`src/rtl/crm_defines.svh`:
```
// Register offsets, field sizes and reset values for the receive mask and status block
`ifndef CRM_DEFINES_SVH
`define CRM_DEFINES_SVH
`define CRM_ADDR_W 4
`define CRM_OFS_MASK0 4'h0
`define CRM_OFS_MASK1 4'h1
`define CRM_OFS_MASK2 4'h2
`define CRM_OFS_FULL_LO 4'h3
`define CRM_OFS_FULL_HI 4'h4
`define CRM_OFS_OVF_LO 4'h5
`define CRM_OFS_OVF_HI 4'h6
`define CRM_OFS_IRQ_STAT 4'h7
`define CRM_OFS_IRQ_MASK 4'h8
`define CRM_NUM_MASKS 3
`define CRM_NUM_BUFS 32
`define CRM_HALF 16
`define CRM_FLAGS_RST 32'h0000_0000
`define CRM_IRQ_RST 2'h0
`define CRM_RD_ZERO 16'h0000
`define CRM_IRQ_W 2
`define CRM_IRQ_FULL 0
`define CRM_IRQ_OVF 1
`endif

```
`src/rtl/crm_pkg.sv`:
```
// Types shared by the receive mask and status block
package crm_pkg;
  typedef struct packed {
    logic [3:0] addr;
    logic [15:0] wdata;
    logic wr;
    logic rd;
  } crm_bus_req_t;
  typedef struct packed {
    logic store;
    logic [4:0] index;
  } crm_store_t;
  typedef enum logic [1:0] {
    CRM_RD_IDLE = 2'b00,
    CRM_RD_DATA = 2'b01
  } crm_rd_state_t;
endpackage

```
`src/rtl/crm_top.sv`:
```
// Receive extended-id masks, buffer full/overflow flags and interrupt
// Function
// RL1: Three sixteen-bit read/write extended-id mask registers
// RL2: Mask one compares bit, zero is don't-care
// RL3: Filling buffer n sets its full flag
// RL4: Full flag zero means buffer empty, available
// RL5: Store into full buffer sets overflow flag
// RL6: Overflow zero means none since last clear
// RL7: Software clears flags by zero; one ignored
// RL8: Reset clears flags; masks left unknown
`timescale 1ns/1ns
`include "crm_defines.svh"
module crm_top (
  // Clock and reset
  input wire logic mclk,
  input wire logic nrst,
  // Register port
  input wire crm_pkg::crm_bus_req_t bus_req,
  output logic [15:0] rdata,
  // Store path from the message store
  input wire crm_pkg::crm_store_t store,
  // Mask bits to the filter comparison
  output logic [3*16-1:0] ext_id_mask_bit,
  // Buffer state to the message store
  output logic [31:0] buffer_full_flag,
  output logic [31:0] buffer_overflow_flag,
  // Interrupt
  output logic irq
);
  import crm_pkg::*;

  logic [15:0] mask_q [`CRM_NUM_MASKS];
  logic [`CRM_NUM_BUFS-1:0] full_w;
  logic [`CRM_NUM_BUFS-1:0] ovf_w;
  logic [`CRM_NUM_BUFS-1:0] clr_full;
  logic [`CRM_NUM_BUFS-1:0] clr_ovf;
  logic [`CRM_NUM_BUFS-1:0] hit;
  logic [`CRM_IRQ_W-1:0] irq_stat_q;
  logic [`CRM_IRQ_W-1:0] irq_mask_q;
  logic [15:0] rdata_d;
  logic wr_full_lo;
  logic wr_full_hi;
  logic wr_ovf_lo;
  logic wr_ovf_hi;
  logic store_full;
  logic store_ovf;
  crm_rd_state_t rd_state_q;

  assign wr_full_lo = bus_req.wr && (bus_req.addr == `CRM_OFS_FULL_LO);
  assign wr_full_hi = bus_req.wr && (bus_req.addr == `CRM_OFS_FULL_HI);
  assign wr_ovf_lo = bus_req.wr && (bus_req.addr == `CRM_OFS_OVF_LO);
  assign wr_ovf_hi = bus_req.wr && (bus_req.addr == `CRM_OFS_OVF_HI);

  // Events for the interrupt: any store, and any store into a full buffer
  assign store_full = store.store;
  assign store_ovf = store.store && full_w[store.index];

  // Mask registers have no reset; software must load them before filtering
  always_ff @(posedge mclk) begin
    if (bus_req.wr && (bus_req.addr == `CRM_OFS_MASK0)) begin
      mask_q[0] <= bus_req.wdata; // [RL1]
    end
    if (bus_req.wr && (bus_req.addr == `CRM_OFS_MASK1)) begin
      mask_q[1] <= bus_req.wdata; // [RL1]
    end
    if (bus_req.wr && (bus_req.addr == `CRM_OFS_MASK2)) begin
      mask_q[2] <= bus_req.wdata; // [RL1] [RL8]
    end
  end

  // Per-buffer flag pairs; a zero in the written word clears that flag
  for (genvar i = 0; i < `CRM_NUM_BUFS; i++) begin : g_buf
    if (i < `CRM_HALF) begin : g_lo
      assign clr_full[i] = wr_full_lo && !bus_req.wdata[i]; // [RL7]
      assign clr_ovf[i] = wr_ovf_lo && !bus_req.wdata[i]; // [RL7]
    end else begin : g_hi
      assign clr_full[i] = wr_full_hi && !bus_req.wdata[i-`CRM_HALF]; // [RL7]
      assign clr_ovf[i] = wr_ovf_hi && !bus_req.wdata[i-`CRM_HALF]; // [RL7]
    end
    assign hit[i] = store.store && (store.index == 5'(i)); // [RL3]
    crm_flag_bit u_flag (
      .mclk(mclk),
      .nrst(nrst),
      .store_hit(hit[i]),
      .clr_full(clr_full[i]),
      .clr_ovf(clr_ovf[i]),
      .full_q(full_w[i]),
      .ovf_q(ovf_w[i])
    );
  end

  // Mask bits out, registered so the filter sees a flop output
  always_ff @(posedge mclk) begin
    ext_id_mask_bit <= {mask_q[2], mask_q[1], mask_q[0]}; // [RL2]
  end

  // Flag copies to the store path; one cycle behind the flag flops
  always_ff @(posedge mclk or negedge nrst) begin
    if (!nrst) begin
      buffer_full_flag <= `CRM_FLAGS_RST;
      buffer_overflow_flag <= `CRM_FLAGS_RST;
    end else begin
      buffer_full_flag <= full_w; // [RL4]
      buffer_overflow_flag <= ovf_w; // [RL6]
    end
  end

  // Interrupt status: set wins over write-one-to-clear
  always_ff @(posedge mclk or negedge nrst) begin
    if (!nrst) begin
      irq_stat_q <= `CRM_IRQ_RST;
    end else begin
      irq_stat_q[`CRM_IRQ_FULL] <= store_full || (irq_stat_q[`CRM_IRQ_FULL] &&
        !(bus_req.wr && (bus_req.addr == `CRM_OFS_IRQ_STAT) &&
          bus_req.wdata[`CRM_IRQ_FULL]));
      irq_stat_q[`CRM_IRQ_OVF] <= store_ovf || (irq_stat_q[`CRM_IRQ_OVF] &&
        !(bus_req.wr && (bus_req.addr == `CRM_OFS_IRQ_STAT) &&
          bus_req.wdata[`CRM_IRQ_OVF])); // [RL5]
    end
  end

  // Interrupt mask
  always_ff @(posedge mclk or negedge nrst) begin
    if (!nrst) begin
      irq_mask_q <= `CRM_IRQ_RST;
    end else if (bus_req.wr && (bus_req.addr == `CRM_OFS_IRQ_MASK)) begin
      irq_mask_q <= bus_req.wdata[`CRM_IRQ_W-1:0];
    end
  end

  // Interrupt output lags status by one cycle
  always_ff @(posedge mclk or negedge nrst) begin
    if (!nrst) begin
      irq <= 1'b0;
    end else begin
      irq <= |(irq_stat_q & irq_mask_q);
    end
  end

  // Read mux; unmapped offsets read zero
  always_comb begin
    rdata_d = `CRM_RD_ZERO;
    case (bus_req.addr)
      `CRM_OFS_MASK0: rdata_d = mask_q[0];
      `CRM_OFS_MASK1: rdata_d = mask_q[1];
      `CRM_OFS_MASK2: rdata_d = mask_q[2];
      `CRM_OFS_FULL_LO: rdata_d = full_w[`CRM_HALF-1:0]; // [RL4]
      `CRM_OFS_FULL_HI: rdata_d = full_w[`CRM_NUM_BUFS-1:`CRM_HALF];
      `CRM_OFS_OVF_LO: rdata_d = ovf_w[`CRM_HALF-1:0]; // [RL6]
      `CRM_OFS_OVF_HI: rdata_d = ovf_w[`CRM_NUM_BUFS-1:`CRM_HALF];
      `CRM_OFS_IRQ_STAT: rdata_d = {14'h0000, irq_stat_q};
      `CRM_OFS_IRQ_MASK: rdata_d = {14'h0000, irq_mask_q};
      default: rdata_d = `CRM_RD_ZERO;
    endcase
  end

  // Read data stands only in the cycle after the strobe, zero otherwise
  always_ff @(posedge mclk or negedge nrst) begin
    if (!nrst) begin
      rdata <= `CRM_RD_ZERO;
      rd_state_q <= CRM_RD_IDLE;
    end else begin
      case (bus_req.rd)
        1'b1: begin
          rdata <= rdata_d;
          rd_state_q <= CRM_RD_DATA;
        end
        default: begin
          rdata <= `CRM_RD_ZERO;
          rd_state_q <= CRM_RD_IDLE;
        end
      endcase
    end
  end
endmodule

```
`src/rtl/crm_flag_bit.sv`:
```
// One receive buffer's full and overflow flag pair
`timescale 1ns/1ns
module crm_flag_bit (
  // Clock and reset
  input wire logic mclk,
  input wire logic nrst,
  // Store path
  input wire logic store_hit,
  // Software clears, active on a written zero
  input wire logic clr_full,
  input wire logic clr_ovf,
  // Flag state
  output logic full_q,
  output logic ovf_q
);
  // Full flag: set beats a same-cycle clear
  always_ff @(posedge mclk or negedge nrst) begin
    if (!nrst) begin
      full_q <= 1'b0; // [RL8]
    end else if (store_hit) begin
      full_q <= 1'b1; // [RL3]
    end else if (clr_full) begin
      full_q <= 1'b0; // [RL4] [RL7]
    end
  end

  // Overflow: storing into an already full buffer
  always_ff @(posedge mclk or negedge nrst) begin
    if (!nrst) begin
      ovf_q <= 1'b0; // [RL8]
    end else if (store_hit && full_q) begin
      ovf_q <= 1'b1; // [RL5]
    end else if (clr_ovf) begin
      ovf_q <= 1'b0; // [RL6] [RL7]
    end
  end
endmodule

```
`config.mk`:
```
export PLATFORM = sky130hd
export DESIGN_NAME = crm_top
export DESIGN_NICKNAME = d
export VERILOG_FILES = /design/src/rtl/crm_pkg.sv /design/src/rtl/crm_top.sv /design/src/rtl/crm_flag_bit.sv
export VERILOG_INCLUDE_DIRS = /design/src /design/src/rtl
export SDC_FILE = /design/constraint.sdc
export NUM_CORES = 1
export LEC_CHECK = 0
export ABC_CLOCK_PERIOD_IN_PS = 1700
export BUFFER_PORTS_ARGS = -buffer_cell sky130_fd_sc_hd__buf_2
export CAP_MARGIN = 10
export CELL_PAD_IN_SITES_DETAIL_PLACEMENT = 1
export CELL_PAD_IN_SITES_GLOBAL_PLACEMENT = 1
export CORE_AREA = 3 3 142 144
export DETAILED_ROUTE_END_ITERATION = 10
export DIE_AREA = 0 0 145 147
export GPL_ROUTABILITY_DRIVEN = 0
export PLACE_DENSITY = 0.77
export REMOVE_ABC_BUFFERS = 1
export SETUP_SLACK_MARGIN = 0.5
export SLEW_MARGIN = 20
export SYNTH_ARGS = -nofsm -noshare
export SYNTH_HDL_FRONTEND = slang
export SYNTH_SLANG_ARGS = --single-unit
```
`constraint.sdc`:
```
create_clock -name mclk -period 1.7 [get_ports mclk]
set_input_delay 0.51 -clock mclk [delete_from_list [all_inputs] [get_ports mclk]]
set_output_delay 0.51 -clock mclk [all_outputs]
set_load 0.01 [all_outputs]
```
==> reports/results.tsv, run 1 <==
stage	metric	value	unit
route	vias	7147	
clock_tree	clockRootBuffer	clkbuf_16	
global_routing	grt_max_degree	51	
worst_setup_path	cpMaxStageDelayCell	dfrtp_1	
worst_setup_path	r2r_cells	4	
worst_setup_path	critPathKind	reg -> reg	
min_path	hold_path_depth	2	
place	place_ws	-0.3363	ns
outcome	violations	negative setup slack	
timing	worst_pin_slew	0.4479	ns
timing	hold_violations	0	
run	max_cap_viol_count	0	
route	drc	0	
min_path	hp-start	bus_req[0]	
worst_setup_path	reg2reg_slack	-0.09	ns
die	start_util	0.4430	
worst_setup_path	crit_chain	mux2_2 -> nor3b_1 -> nor4_1 -> a311o_1	
worst_setup_path	crit_fanout	5	
power_and_ir_drop	power_density	1254	nW/um2
place	dp_hpwl	19160	um
logic_synthesis	netlist_top_cells_area	dfrtp_1 45%, edfxtp_1 17%, dfxtp_1 12%	
cells_and_area	nets	914	
route	drt-wirelength-per-cell	32.36	um
worst_setup_path	cp_slowest_stage_delay	0.50	ns
outcome	outcome	finished with violations	
timing	post-route-period-util	1.051	
cells_and_area	fillers	1760	
timing	setup_viol	1	
logic_synthesis	syn_area	8342	um2
cells_and_area	final_core_util	0.6584	
worst_setup_path	cp.arrival	2.18	ns
die	rows	50	
clock_tree	cts_max_path_buffers	3	
logic_synthesis	yosysSeqAreaShare	0.7350	
route	viasPerCell	6.140	
worst_setup_path	critPathCaptureType	flip-flop	
logic_synthesis	synth.top_cell.area_share	0.4470	
global_routing	track_usage	0.3060	
clock_tree	cts_max_level	1	
die	die_x	145	um
timing	fin_tns_setup	-0.08630	ns
timing	rsz0062_at_grt	true	
timing	relSlewSlack	0.6973	
timing	fmax	559.8	MHz
clock_tree	cts.sink_count	245	
logic_synthesis	yosysWarnings	0	
route	drt-initial-drc-count	721	
worst_setup_path	worstReg2RegEnd	irq_stat_q[1]$_DFF_PN0_	
route	drt-pass1-iter-count	5	
route	postRouteAntennaNets	0	
global_routing	antenna_found_initial	2	
die	dieArea	21320	um2
logic_synthesis	ys_ff_latch	245	
worst_setup_path	required	2.10	ns
route	wl	37660	um
die	core-area	18830	um2
logic_synthesis	synth-edff-count	48	
die	die_y	147	um
cells_and_area	regArea	6170	um2
min_path	hp-class	in -> reg	
cells_and_area	drive_above_1_share	0.5155	
power_and_ir_drop	irDropWorstVdd	0.0006813	V
min_path	whs_endpoint	rdata[1]$_DFF_PN0_	
place	placed_cells	1077	
logic_synthesis	synth_ff_type	dfrtp_1	
worst_setup_path	cp.buffers_inverters	0	
worst_setup_path	r2r-start	g_buf[3].u_flag.full_q$_DFFE_PN0P_	
die	io_pins	159	
timing	finalClockSkew	0.01497	ns
clock_tree	tritoncts	built	
clock_tree	cts_buffers	24	
logic_synthesis	yosysTopAreaCell	dfrtp_1	
power_and_ir_drop	leakage	5.526	nW
logic_synthesis	syn_area_per_cell	13.77	um2
timing	drv_slew	0	
worst_setup_path	cpLargestDelayFamily	flip-flops	
timing	min_period	1.786	ns
power_and_ir_drop	power.total	15.54	mW
global_routing	grt_overflow	0	
global_routing	grt_pass1_wl	49420	um
cells_and_area	multi_input_area	2569	um2
logic_synthesis	syn_inst	606	
global_routing	grt_pass1_vias	7595	
clock_tree	clkLatencyLatePin	0.53	ns
clock_tree	path_clk_slew	0.07	ns
worst_setup_path	cp-start-kind	flip-flop	
timing	setup_slack	-0.08630	ns
logic_synthesis	async_flop_share	0.6082	
place	port_buffers	158	
cells_and_area	fin_cells	1164	
cells_and_area	area_delta_synth_final	48.63	%
logic_synthesis	synth_cell_types	47	
cells in the mapped netlist (all sizes together), types with 6 or more instances:
cell type	count
dfrtp	149
nand2	82
dfxtp	48
nor3b	7
clkbuf	15
nor2	9
a31oi	14
o21ai	81
a22oi	30
nand3	29
edfxtp	48
mux4	6
buf	17
a222oi	14
how the worst max path moves through the flow:
| stage | end | depth (start not counted) | slack (ns) | startpoint |
|---|---|---|---|---|
| 6_report | irq_stat_q[1]$_DFF_PN0_ | 4 | -0.09 | g_buf[3].u_flag.full_q$_DFFE_PN0P_ |
| 5_1_grt | irq_stat_q[1]$_DFF_PN0_ | 4 | -0.03 | g_buf[3].u_flag.full_q$_DFFE_PN0P_ |
| 4_1_cts | buffer_overflow_flag[14] | 1 | 0.09 | buffer_overflow_flag[14]$_DFF_PN0_ |
| 3_5_place_dp | irq_stat_q[1]$_DFF_PN0_ | 5 | -0.34 | store[0] |
| 3_3_place_gp | irq_stat_q[1]$_DFF_PN0_ | 5 | -0.28 | store[0] |
| 2_1_floorplan | g_buf[12].u_flag.full_q$_DFFE_PN0P_ | 4 | -1.07 | bus_req[18] |
per-layer routing:
metal	vias to the layer above	part of all wire	GRT usage
met5	-	0	0.01136
met4	0	0.058	0.1477
met3	181	0.087	0.07465
met2	519	0.50	0.5340
met1	3645	0.36	0.3556
li1	2802	-	-
registers in the layout (all words and copies together) (netlist names):
| name | cells |
|---|---|
| irq_stat_q | 2 |
| irq | 1 |
| irq_mask_q | 2 |
| ext_id_mask_bit | 48 |
| g_buf.u_flag.ovf_q | 32 |
| rdata | 16 |
| buffer_overflow_flag | 32 |
| g_buf.u_flag.full_q | 32 |
| mask_q | 48 |
| buffer_full_flag | 32 |
power by group:
group          leakage, nW  switching (mW)  internal, mW  total, mW
Combinational         2.37            1.44          1.13       2.57
Clock                0.401            2.41          3.26       5.67
Sequential            2.75           0.631          6.67       7.30
Total                 5.53            4.48          11.1       15.5
cells by family (layout without fill, tap and decap cells):
group | count (synthesis) | after routing | synth area share
DFF | 245 | 245 | 0.7350
and+or+nand+nor | 159 | 159 | 0.09720
other | 0 | 2 | 0
buffers and inverters | 33 | 329 | 0.01965
muxes | 16 | 16 | 0.03120
AOI/OAI and AO/OA | 153 | 153 | 0.1170
stage by stage:
step / hold WS [ns] / area [um2]
6_report: 0.2538 / 12400
5_1_grt: 0.2587 / 12400
4_1_cts: 0.2498 / 11580
3_5_place_dp: 0.3321 / 9995
3_3_place_gp: 0.3302 / 9995
2_1_floorplan: 0.2144 / 8182
what timing repair did:
action | in CTS | in global routing
setup buffers | 18 | 17
hold buffers | 1 | 0
pin swaps | 42 | 44
cloned | 5 | 0
hold endpoints to repair | 7 | 0
resized for setup | 181 | 195
endpoints found under the setup margin | 252 | 255
cell type report:
class,count,share of cell area
inverters,1,0.0003028
well taps,260,0.02624
multi-input cells,328,0.2072
diodes,2,0.0004037
clock inverters,10,0.01070
flip-flops and latches,245,0.4976
clock buffers,34,0.05480
repair buffers,284,0.2027
layout by cell type, fill, tap and decap left out, types with 3 or more instances in the layout:
cell,instances
o21ai_1,25
buf_8,12
nand3_1,29
a22oi_2,15
a31oi_1,12
nor2_1,7
o21ai_4,12
and2_4,3
clkbuf_1,7
dfrtp_1,147
buf_12,16
a222oi_1,14
mux2_2,3
nand2_1,68
clkbuf_16,25
bufinv_16,3
o21ai_0,8
buf_6,77
o21ai_2,36
nand2_4,3
dfxtp_2,29
buf_2,104
nand2b_1,4
buf_16,3
mux4_2,6
buf_4,70
nor3b_2,5
dfxtp_1,19
mux2i_1,5
clkinv_2,5
a22oi_1,15
nand2_2,9
edfxtp_1,48
nor2b_1,4
worst register-to-register path: cells and delay by family, from the launching register on:
kind / cells / cell delay, ns
AND/OR/NAND/NOR: 2 / 0.50
AO/OA/AOI/OAI: 1 / 0.31
multiplexers: 1 / 0.35
flip-flops: 1 / 0.50
Power figures use the tool's default switching activity.
==> run 2: changes to the inputs <==
--- a/config.mk
+++ b/config.mk
@@ -12,9 +12,9 @@
 export CELL_PAD_IN_SITES_DETAIL_PLACEMENT = 1
 export CELL_PAD_IN_SITES_GLOBAL_PLACEMENT = 1
-export CORE_AREA = 3 3 142 144
+export CORE_AREA = 3 3 144 146
 export DETAILED_ROUTE_END_ITERATION = 10
-export DIE_AREA = 0 0 145 147
+export DIE_AREA = 0 0 147 149
 export GPL_ROUTABILITY_DRIVEN = 0
-export PLACE_DENSITY = 0.77
+export PLACE_DENSITY = 0.78
 export REMOVE_ABC_BUFFERS = 1
 export SETUP_SLACK_MARGIN = 0.5
@@ -22,3 +22,5 @@
 export SYNTH_ARGS = -nofsm -noshare
 export SYNTH_HDL_FRONTEND = slang
+export SYNTH_HIERARCHICAL = 1
 export SYNTH_SLANG_ARGS = --single-unit
+export TNS_END_PERCENT = 20
==> constraint.sdc (replaced) <==
create_clock -name mclk -period 1.7 [get_ports mclk]
set_input_delay 0.255 -clock mclk [delete_from_list [all_inputs] [get_ports mclk]]
set_output_delay 0.255 -clock mclk [all_outputs]
set_load 0.01 [all_outputs]
==> run 2 against run 1 <==
First-iteration DRC count fell by 30%. Setup slack improved by 0.13 ns. The flow now finishes without violations. Critical path depth is the same. Clock power down 7.9%. Flip-flop and latch count did not move. Largest cell class unchanged. Cell count up 2.7%. Area after synthesis rose by 2.4%. Sequential power about the same. Die area up 2.8%.
==> reports/results.tsv, run 2 <==
stage	metric	value	unit	change
power_and_ir_drop	internal-power	10.85	mW	was 11.06 mW
route	drc	0		unchanged
power_and_ir_drop	power.switching	3.946	mW	was 4.481 mW
worst_setup_path	reg2reg_slack	0.04	ns	was -0.09 ns
die	core-area	19530	um2	was 18830 um2
timing	fin_tns_setup	0	ns	was -0.08630 ns
route	viasPerCell	5.375		was 6.140
logic_synthesis	synth-edff-count	48		unchanged
min_path	hold_path_depth	1		was 2
route	drt-pass1-iter-count	5		unchanged
worst_setup_path	crit_chain	mux4_2 -> a22oi_2 -> a31oi_1 -> or4_1		was mux2_2 -> nor3b_1 -> nor4_1 -> a311o_1
logic_synthesis	async_flop_share	0.6082		unchanged
cells_and_area	regArea	6131	um2	was 6170 um2
power_and_ir_drop	irDropWorstVdd	0.0007534	V	was 0.0006813 V
cells_and_area	multi_input_area	2131	um2	was 2569 um2
cells_and_area	final_core_util	0.5736		was 0.6584
min_path	whs_endpoint	mask_q[0][19]$_DFFE_PP_		was rdata[1]$_DFF_PN0_
logic_synthesis	yosys-top-cells-count	149 x dfrtp_1, 101 x nor2_1, 65 x inv_1		was 149 x dfrtp_1, 82 x nand2_1, 81 x o21ai_0
timing	drv_slew	0		unchanged
outcome	outcome	finished clean		was finished with violations
clock_tree	cts_max_level	1		unchanged
die	start_util	0.4373		was 0.4430
logic_synthesis	yosysMostFrequentCell	dfrtp_1		unchanged
clock_tree	path_clk_slew	0.06	ns	was 0.07 ns
clock_tree	clkLatencyLatePin	0.52	ns	was 0.53 ns
place	dp_hpwl	18140	um	was 19160 um
timing	relSlewSlack	0.6992		was 0.6973
worst_setup_path	critPathCaptureType	flip-flop		unchanged
route	vias	6429		was 7147
logic_synthesis	synth_cell_types	46		was 47
die	rows	51		was 50
worst_setup_path	r2r_cells	4		unchanged
clock_tree	cts_max_path_buffers	3		unchanged
power_and_ir_drop	switching_share	0.2666		was 0.2883
timing	min_period	1.660	ns	was 1.786 ns
die	dieArea	21900	um2	was 21320 um2
timing	post-route-period-util	0.9763		was 1.051
logic_synthesis	netlist_top_cells_area	dfrtp_1 44%, edfxtp_1 17%, dfxtp_1 11%		was dfrtp_1 45%, edfxtp_1 17%, dfxtp_1 12%
worst_setup_path	worstReg2RegEnd	irq_stat_q[1]$_DFF_PN0_		unchanged
logic_synthesis	yosysTopAreaCell	dfrtp_1		unchanged
route	wl	27600	um	was 37660 um
worst_setup_path	cpMaxStageDelayCell	mux4_2		was dfrtp_1
cells_and_area	reg.largest.list	ext_id_mask_bit (48), mask_q (48)		unchanged
cells_and_area	fin_cells	1196		was 1164
power_and_ir_drop	pwr-share-comb	0.152		was 0.165
logic_synthesis	yosysSeqAreaShare	0.7179		was 0.7350
power_and_ir_drop	power_density	1321	nW/um2	was 1254 nW/um2
power_and_ir_drop	seqPwrFrac	0.495		was 0.470
clock_tree	clockRootBuffer	clkbuf_16		unchanged
worst_setup_path	cp.buffers_inverters	0		unchanged
worst_setup_path	cp-start-kind	flip-flop		unchanged
worst_setup_path	critPathKind	reg -> reg		unchanged
worst_setup_path	cp_slowest_stage_delay	0.47	ns	was 0.50 ns
global_routing	grt_overflow	0		unchanged
logic_synthesis	syn_area	8539	um2	was 8342 um2
place	placed_cells	1138		was 1077
logic_synthesis	yosysWarnings	6		was 0
timing	finalClockSkew	0.007981	ns	was 0.01497 ns
logic_synthesis	syn_inst	667		was 606
cells_and_area	layout_commonest_cell	buf_2		was dfrtp_1
global_routing	grt_pass1_vias	6915		was 7595
timing	worst_pin_slew	0.4513	ns	was 0.4479 ns
power_and_ir_drop	leakage	5.131	nW	was 5.526 nW
worst_setup_path	r2r-start	g_buf[24].u_flag/full_q$_DFFE_PN0P_		was g_buf[3].u_flag.full_q$_DFFE_PN0P_
logic_synthesis	synth.top_cell.area_share	0.4366		was 0.4470
cells_and_area	area_delta_synth_final	31.16	%	was 48.63%
timing	hold_violations	0		unchanged
logic_synthesis	synth_ff_type	dfrtp_1		unchanged
global_routing	grt_pass1_wl	41870	um	was 49420 um
global_routing	grt_max_degree	55		was 51
route	drt-wirelength-per-cell	23.08	um	was 32.36 um
clock_tree	cts_buffers	25		was 24
min_path	hp-class	in -> reg		unchanged
place	place_ws	-0.2535	ns	was -0.3363 ns
clock_tree	cts.sink_count	245		unchanged
route	postRouteAntennaNets	0		unchanged
die	die_x	147	um	was 145 um
timing	setup_viol	0		was 1
timing	fmax	602.5	MHz	was 559.8 MHz
worst_setup_path	cp.arrival	2.05	ns	was 2.18 ns
logic_synthesis	syn_area_per_cell	12.80	um2	was 13.77 um2
clock_tree	tritoncts	built		unchanged
worst_setup_path	crit_fanout	2		was 5
timing	rsz0062_at_grt	true		unchanged
die	die_y	149	um	was 147 um
cells_and_area	drive_above_1_share	0.3258		was 0.5155
worst_setup_path	required	2.09	ns	was 2.10 ns
global_routing	track_usage	0.2496		was 0.3060
cells_and_area	fillers	2063		was 1760
power_and_ir_drop	power_frac_clock	0.352		was 0.365
run	max_cap_viol_count	0		unchanged
worst_setup_path	cpLargestDelayFamily	multiplexers		was flip-flops
min_path	hp-start	bus_req[5]		was bus_req[0]
logic_synthesis	ys_ff_latch	245		unchanged
cells_and_area	mostFrequentLayoutCells	152 x buf_2, 149 x dfrtp_1, 100 x nor2_1		was 147 x dfrtp_1, 104 x buf_2, 77 x buf_6
timing	setup_slack	0.04022	ns	was -0.08630 ns
die	io_pins	159		unchanged
route	drt-initial-drc-count	507		was 721
global_routing	antenna_found_initial	2		unchanged
place	port_buffers	158		unchanged
cells_and_area	nets	942		was 914
[run 2: cell count changes in the layout (fill, tap and decap cells not counted), sizes merged, moves of 3 or more]
cell         before  now
nand3            29    1
a21o              0   33
buf             282  238
nor2              9  102
inv               1   66
nand2            82   44
a31oi            14   18
dlygate4sd3       1    5
o21ai            81   33
mux2i             5    2
[run 2: how the worst max path moves through the flow]
| stage | from | to | depth (start not counted) |
|---|---|---|---|
| after floorplan | bus_req[21] | g_buf[16].u_flag/full_q$_DFFE_PN0P_ | 6 |
| after global placement | store[0] | irq_stat_q[1]$_DFF_PN0_ | 5 |
| after detailed placement | store[0] | irq_stat_q[1]$_DFF_PN0_ | 6 |
| after CTS | g_buf[24].u_flag/full_q$_DFFE_PN0P_ | irq_stat_q[1]$_DFF_PN0_ | 4 |
| after global routing | g_buf[24].u_flag/full_q$_DFFE_PN0P_ | irq_stat_q[1]$_DFF_PN0_ | 4 |
| final | g_buf[24].u_flag/full_q$_DFFE_PN0P_ | irq_stat_q[1]$_DFF_PN0_ | 4 |
[run 2: power by group through the flow]
| stage | clock network, mW | registers [mW] | logic, mW |
|---|---|---|---|
| floorplan | 0 | 7.55 | 0.576 |
| global placement | 0 | 7.38 | 2.05 |
| detailed placement | 0 | 7.40 | 2.14 |
| CTS | 5.33 | 7.31 | 2.23 |
| global route | 5.59 | 7.40 | 2.42 |
| finish | 5.22 | 7.33 | 2.25 |
[run 2: cells by family (layout without fill, tap and decap cells)]
| group | Yosys count | after routing | synth area share |
|---|---|---|---|
| compound gates | 137 | 137 | 0.1131 |
| buf+inv | 90 | 353 | 0.04366 |
| mux | 13 | 13 | 0.02740 |
| flops | 245 | 245 | 0.7179 |
| other cells | 0 | 1 | 0 |
| simple gates | 182 | 182 | 0.09788 |
[run 2: per-stage QoR]
step | total power [mW] | area (um2) | hold slack (ns)
after floorplan | 8.128 | 8411 | -0.04059
after global placement | 9.427 | 10200 | 0.1556
after detailed placement | 9.540 | 10200 | 0.1624
after CTS | 14.87 | 11120 | 0.001304
after global routing | 15.42 | 11200 | 0.009853
final | 14.80 | 11200 | 0.01887
[run 2: layout make-up]
type / instances / area share
diodes: 1 / 0.0002234
clock buffers: 35 / 0.06189
clock inverters: 10 / 0.007708
inverters: 65 / 0.02178
multi-input cells: 332 / 0.1902
flip-flops and latches: 245 / 0.5474
well taps: 265 / 0.02960
repair buffers: 243 / 0.1412
[run 2: repair_timing]
item                                    CTS  global route
endpoints found under the hold margin    78             0
resized for setup                        18            10
pin swaps                                 7             0
buffers inserted                          5             2
endpoints found under the setup margin  153           191
hold buffers                              5             0
[run 2: metal layers]
layer / track usage / vias up / wire (um) / part of all wire
li1: - / 2787 / - / -
met1: 0.3346 / 3334 / 11530 / 0.42
met2: 0.4250 / 251 / 13660 / 0.49
met3: 0.05561 / 53 / 1880 / 0.068
met4: 0.04893 / 4 / 519 / 0.019
met5: 0 / - / 14 / 0.00051
==> run 3: changes to the inputs <==
- HOLD_SLACK_MARGIN: default -> 0.1
==> run 3 against run 2 <==
Register-to-register slack hardly changed. Global-route usage is 0.22 points higher. Hold slack better by 0.091 ns. Setup slack worse by 0.0062 ns. Largest cell class unchanged. Largest power group unchanged.
==> reports/results.tsv, run 3 (synthesized netlist as in run 2, its figures left out) <==
stage	metric	value	unit	change
timing	rsz0062_at_grt	true		unchanged
min_path	hp-start	bus_req[3]		was bus_req[5]
cells_and_area	reg.largest.list	ext_id_mask_bit (48), mask_q (48)		unchanged
timing	worst_pin_slew	0.4409	ns	was 0.4513 ns
cells_and_area	fillers	2064		was 2063
power_and_ir_drop	switching_share	0.2668		was 0.2666
power_and_ir_drop	leakage	5.188	nW	was 5.131 nW
clock_tree	cts.sink_count	245		unchanged
power_and_ir_drop	internal-power	10.88	mW	was 10.85 mW
min_path	hold_path_depth	3		was 1
global_routing	grt_max_degree	55		unchanged
cells_and_area	nets	955		was 942
route	vias	6474		was 6429
clock_tree	path_clk_slew	0.06	ns	about the same
timing	relSlewSlack	0.7061		was 0.6992
worst_setup_path	critPathKind	reg -> reg		unchanged
worst_setup_path	critPathCaptureType	flip-flop		unchanged
place	dp_hpwl	18140	um	unchanged
worst_setup_path	r2r_cells	4		unchanged
cells_and_area	mostFrequentLayoutCells	151 x buf_2, 149 x dfrtp_1, 100 x nor2_1		was 152 x buf_2, 149 x dfrtp_1, 100 x nor2_1
die	core-area	19530	um2	unchanged
cells_and_area	layout_commonest_cell	buf_2		unchanged
worst_setup_path	required	2.09	ns	about the same
clock_tree	cts_buffers	25		unchanged
power_and_ir_drop	power.switching	3.958	mW	was 3.946 mW
worst_setup_path	reg2reg_slack	0.03	ns	was 0.04 ns
timing	hold_violations	0		unchanged
die	dieArea	21900	um2	unchanged
timing	fmax	600.2	MHz	was 602.5 MHz
global_routing	grt_pass1_wl	42150	um	was 41870 um
power_and_ir_drop	pwr-share-comb	0.154		was 0.152
route	drc	0		unchanged
worst_setup_path	r2r-start	g_buf[19].u_flag/full_q$_DFFE_PN0P_		was g_buf[24].u_flag/full_q$_DFFE_PN0P_
die	io_pins	159		unchanged
place	port_buffers	158		unchanged
global_routing	grt_pass1_vias	6969		was 6915
route	drt-initial-drc-count	515		was 507
timing	setup_viol	0		unchanged
route	postRouteAntennaNets	0		unchanged
clock_tree	cts_max_level	1		unchanged
worst_setup_path	crit_fanout	2		unchanged
die	rows	51		unchanged
route	drt-pass1-iter-count	5		unchanged
place	placed_area	10200	um2	unchanged
global_routing	grt_overflow	0		unchanged
die	start_util	0.4373		unchanged
timing	finalClockSkew	0.008373	ns	was 0.007981 ns
cells_and_area	postLayoutCellArea	11340	um2	was 11200 um2
power_and_ir_drop	power_density	1308	nW/um2	was 1321 nW/um2
die	die_x	147	um	unchanged
clock_tree	clkLatencyLatePin	0.52	ns	about the same
clock_tree	clockRootBuffer	clkbuf_16		unchanged
cells_and_area	area_delta_synth_final	32.79	%	was 31.16%
worst_setup_path	startpoint	g_buf[19].u_flag/full_q$_DFFE_PN0P_		was g_buf[24].u_flag/full_q$_DFFE_PN0P_
timing	drv_slew	0		unchanged
power_and_ir_drop	power_frac_clock	0.352		about the same
cells_and_area	drive_above_1_share	0.3213		was 0.3258
timing	post-route-period-util	0.9800		was 0.9763
global_routing	track_usage	0.2518		was 0.2496
clock_tree	tritoncts	built		unchanged
timing	fin_tns_setup	0	ns	unchanged
run	max_cap_viol_count	0		unchanged
min_path	hp-class	in -> reg		unchanged
route	viasPerCell	5.350		was 5.375
timing	min_period	1.666	ns	was 1.660 ns
clock_tree	cts_max_path_buffers	3		unchanged
power_and_ir_drop	seqPwrFrac	0.494		was 0.495
power_and_ir_drop	power.total	14.84	mW	was 14.80 mW
timing	holdWs	0.1096	ns	was 0.01887 ns
die	die_y	149	um	unchanged
power_and_ir_drop	irDropWorstVdd	0.0007705	V	was 0.0007534 V
worst_setup_path	cp.arrival	2.05	ns	about the same
worst_setup_path	cp-start-kind	flip-flop		unchanged
outcome	outcome	finished clean		unchanged
global_routing	antenna_found_initial	3		was 2
route	wl	27890	um	was 27600 um
route	drt-wirelength-per-cell	23.05	um	was 23.08 um
run 3: timing repair:
item	CTS	global route
buffers inserted	5	2
gates resized for setup	18	11
hold buffers	18	0
hold endpoints to repair	218	0
setup endpoints to repair	153	191
pin swaps	7	2
run 3: final cells by class:
class / instances / area (um2) / area share
Inverter: 65 / 244.0 / 0.02152
Multi-Input combinational cell: 332 / 2131 / 0.1879
Timing Repair Buffer: 256 / 1718 / 0.1515
Tap cell: 265 / 331.6 / 0.02924
Clock buffer: 35 / 693.2 / 0.06113
Sequential cell: 245 / 6131 / 0.5407
Clock inverter: 10 / 86.33 / 0.007613
Antenna cell: 2 / 5.005 / 0.0004414
run 3: metrics by stage:
step,setup slack (ns),util,instances
floorplan,-0.5522,-,642
global placement,-0.2190,0.5222,1138
detailed placement,-0.2535,0.5222,1138
CTS,0.04418,0.5763,1206
global route,0.002465,0.5806,1209
finish,0.03401,0.5807,1210
run 3: power groups by stage:
stage	logic, mW	registers [mW]	clock network, mW
final	2.29	7.33	5.22
after global routing	2.46	7.41	5.59
after CTS	2.25	7.31	5.33
after detailed placement	2.14	7.40	0
after global placement	2.05	7.38	0
after floorplan	0.576	7.55	0
run 3: routing by layer:
layer / track usage / part of all wire / wire, um
met2: 0.4268 / 0.50 / 13850
met3: 0.05652 / 0.075 / 2095
met5: 0 / 0.00025 / 7
met1: 0.3364 / 0.41 / 11450
met4: 0.05499 / 0.018 / 493
run 3: worst paths after layout:
check	end
worst max-delay path	irq_stat_q[1]$_DFF_PN0_
worst min register to register	ext_id_mask_bit[22]$_DFF_P_
max in group asynchronous	rdata[13]$_DFF_PN0_
worst min-delay path	g_buf[1].u_flag/ovf_q$_DFFE_PN0P_
min in group asynchronous	rdata[3]$_DFF_PN0_
worst max register to register	irq_stat_q[1]$_DFF_PN0_
run 3: worst max-delay path, cell delays in order (launching register included):
cell     delay [ns]
dfrtp_1        0.40
mux4_2         0.50
a22oi_2        0.15
a31oi_1        0.09
or4_1          0.39
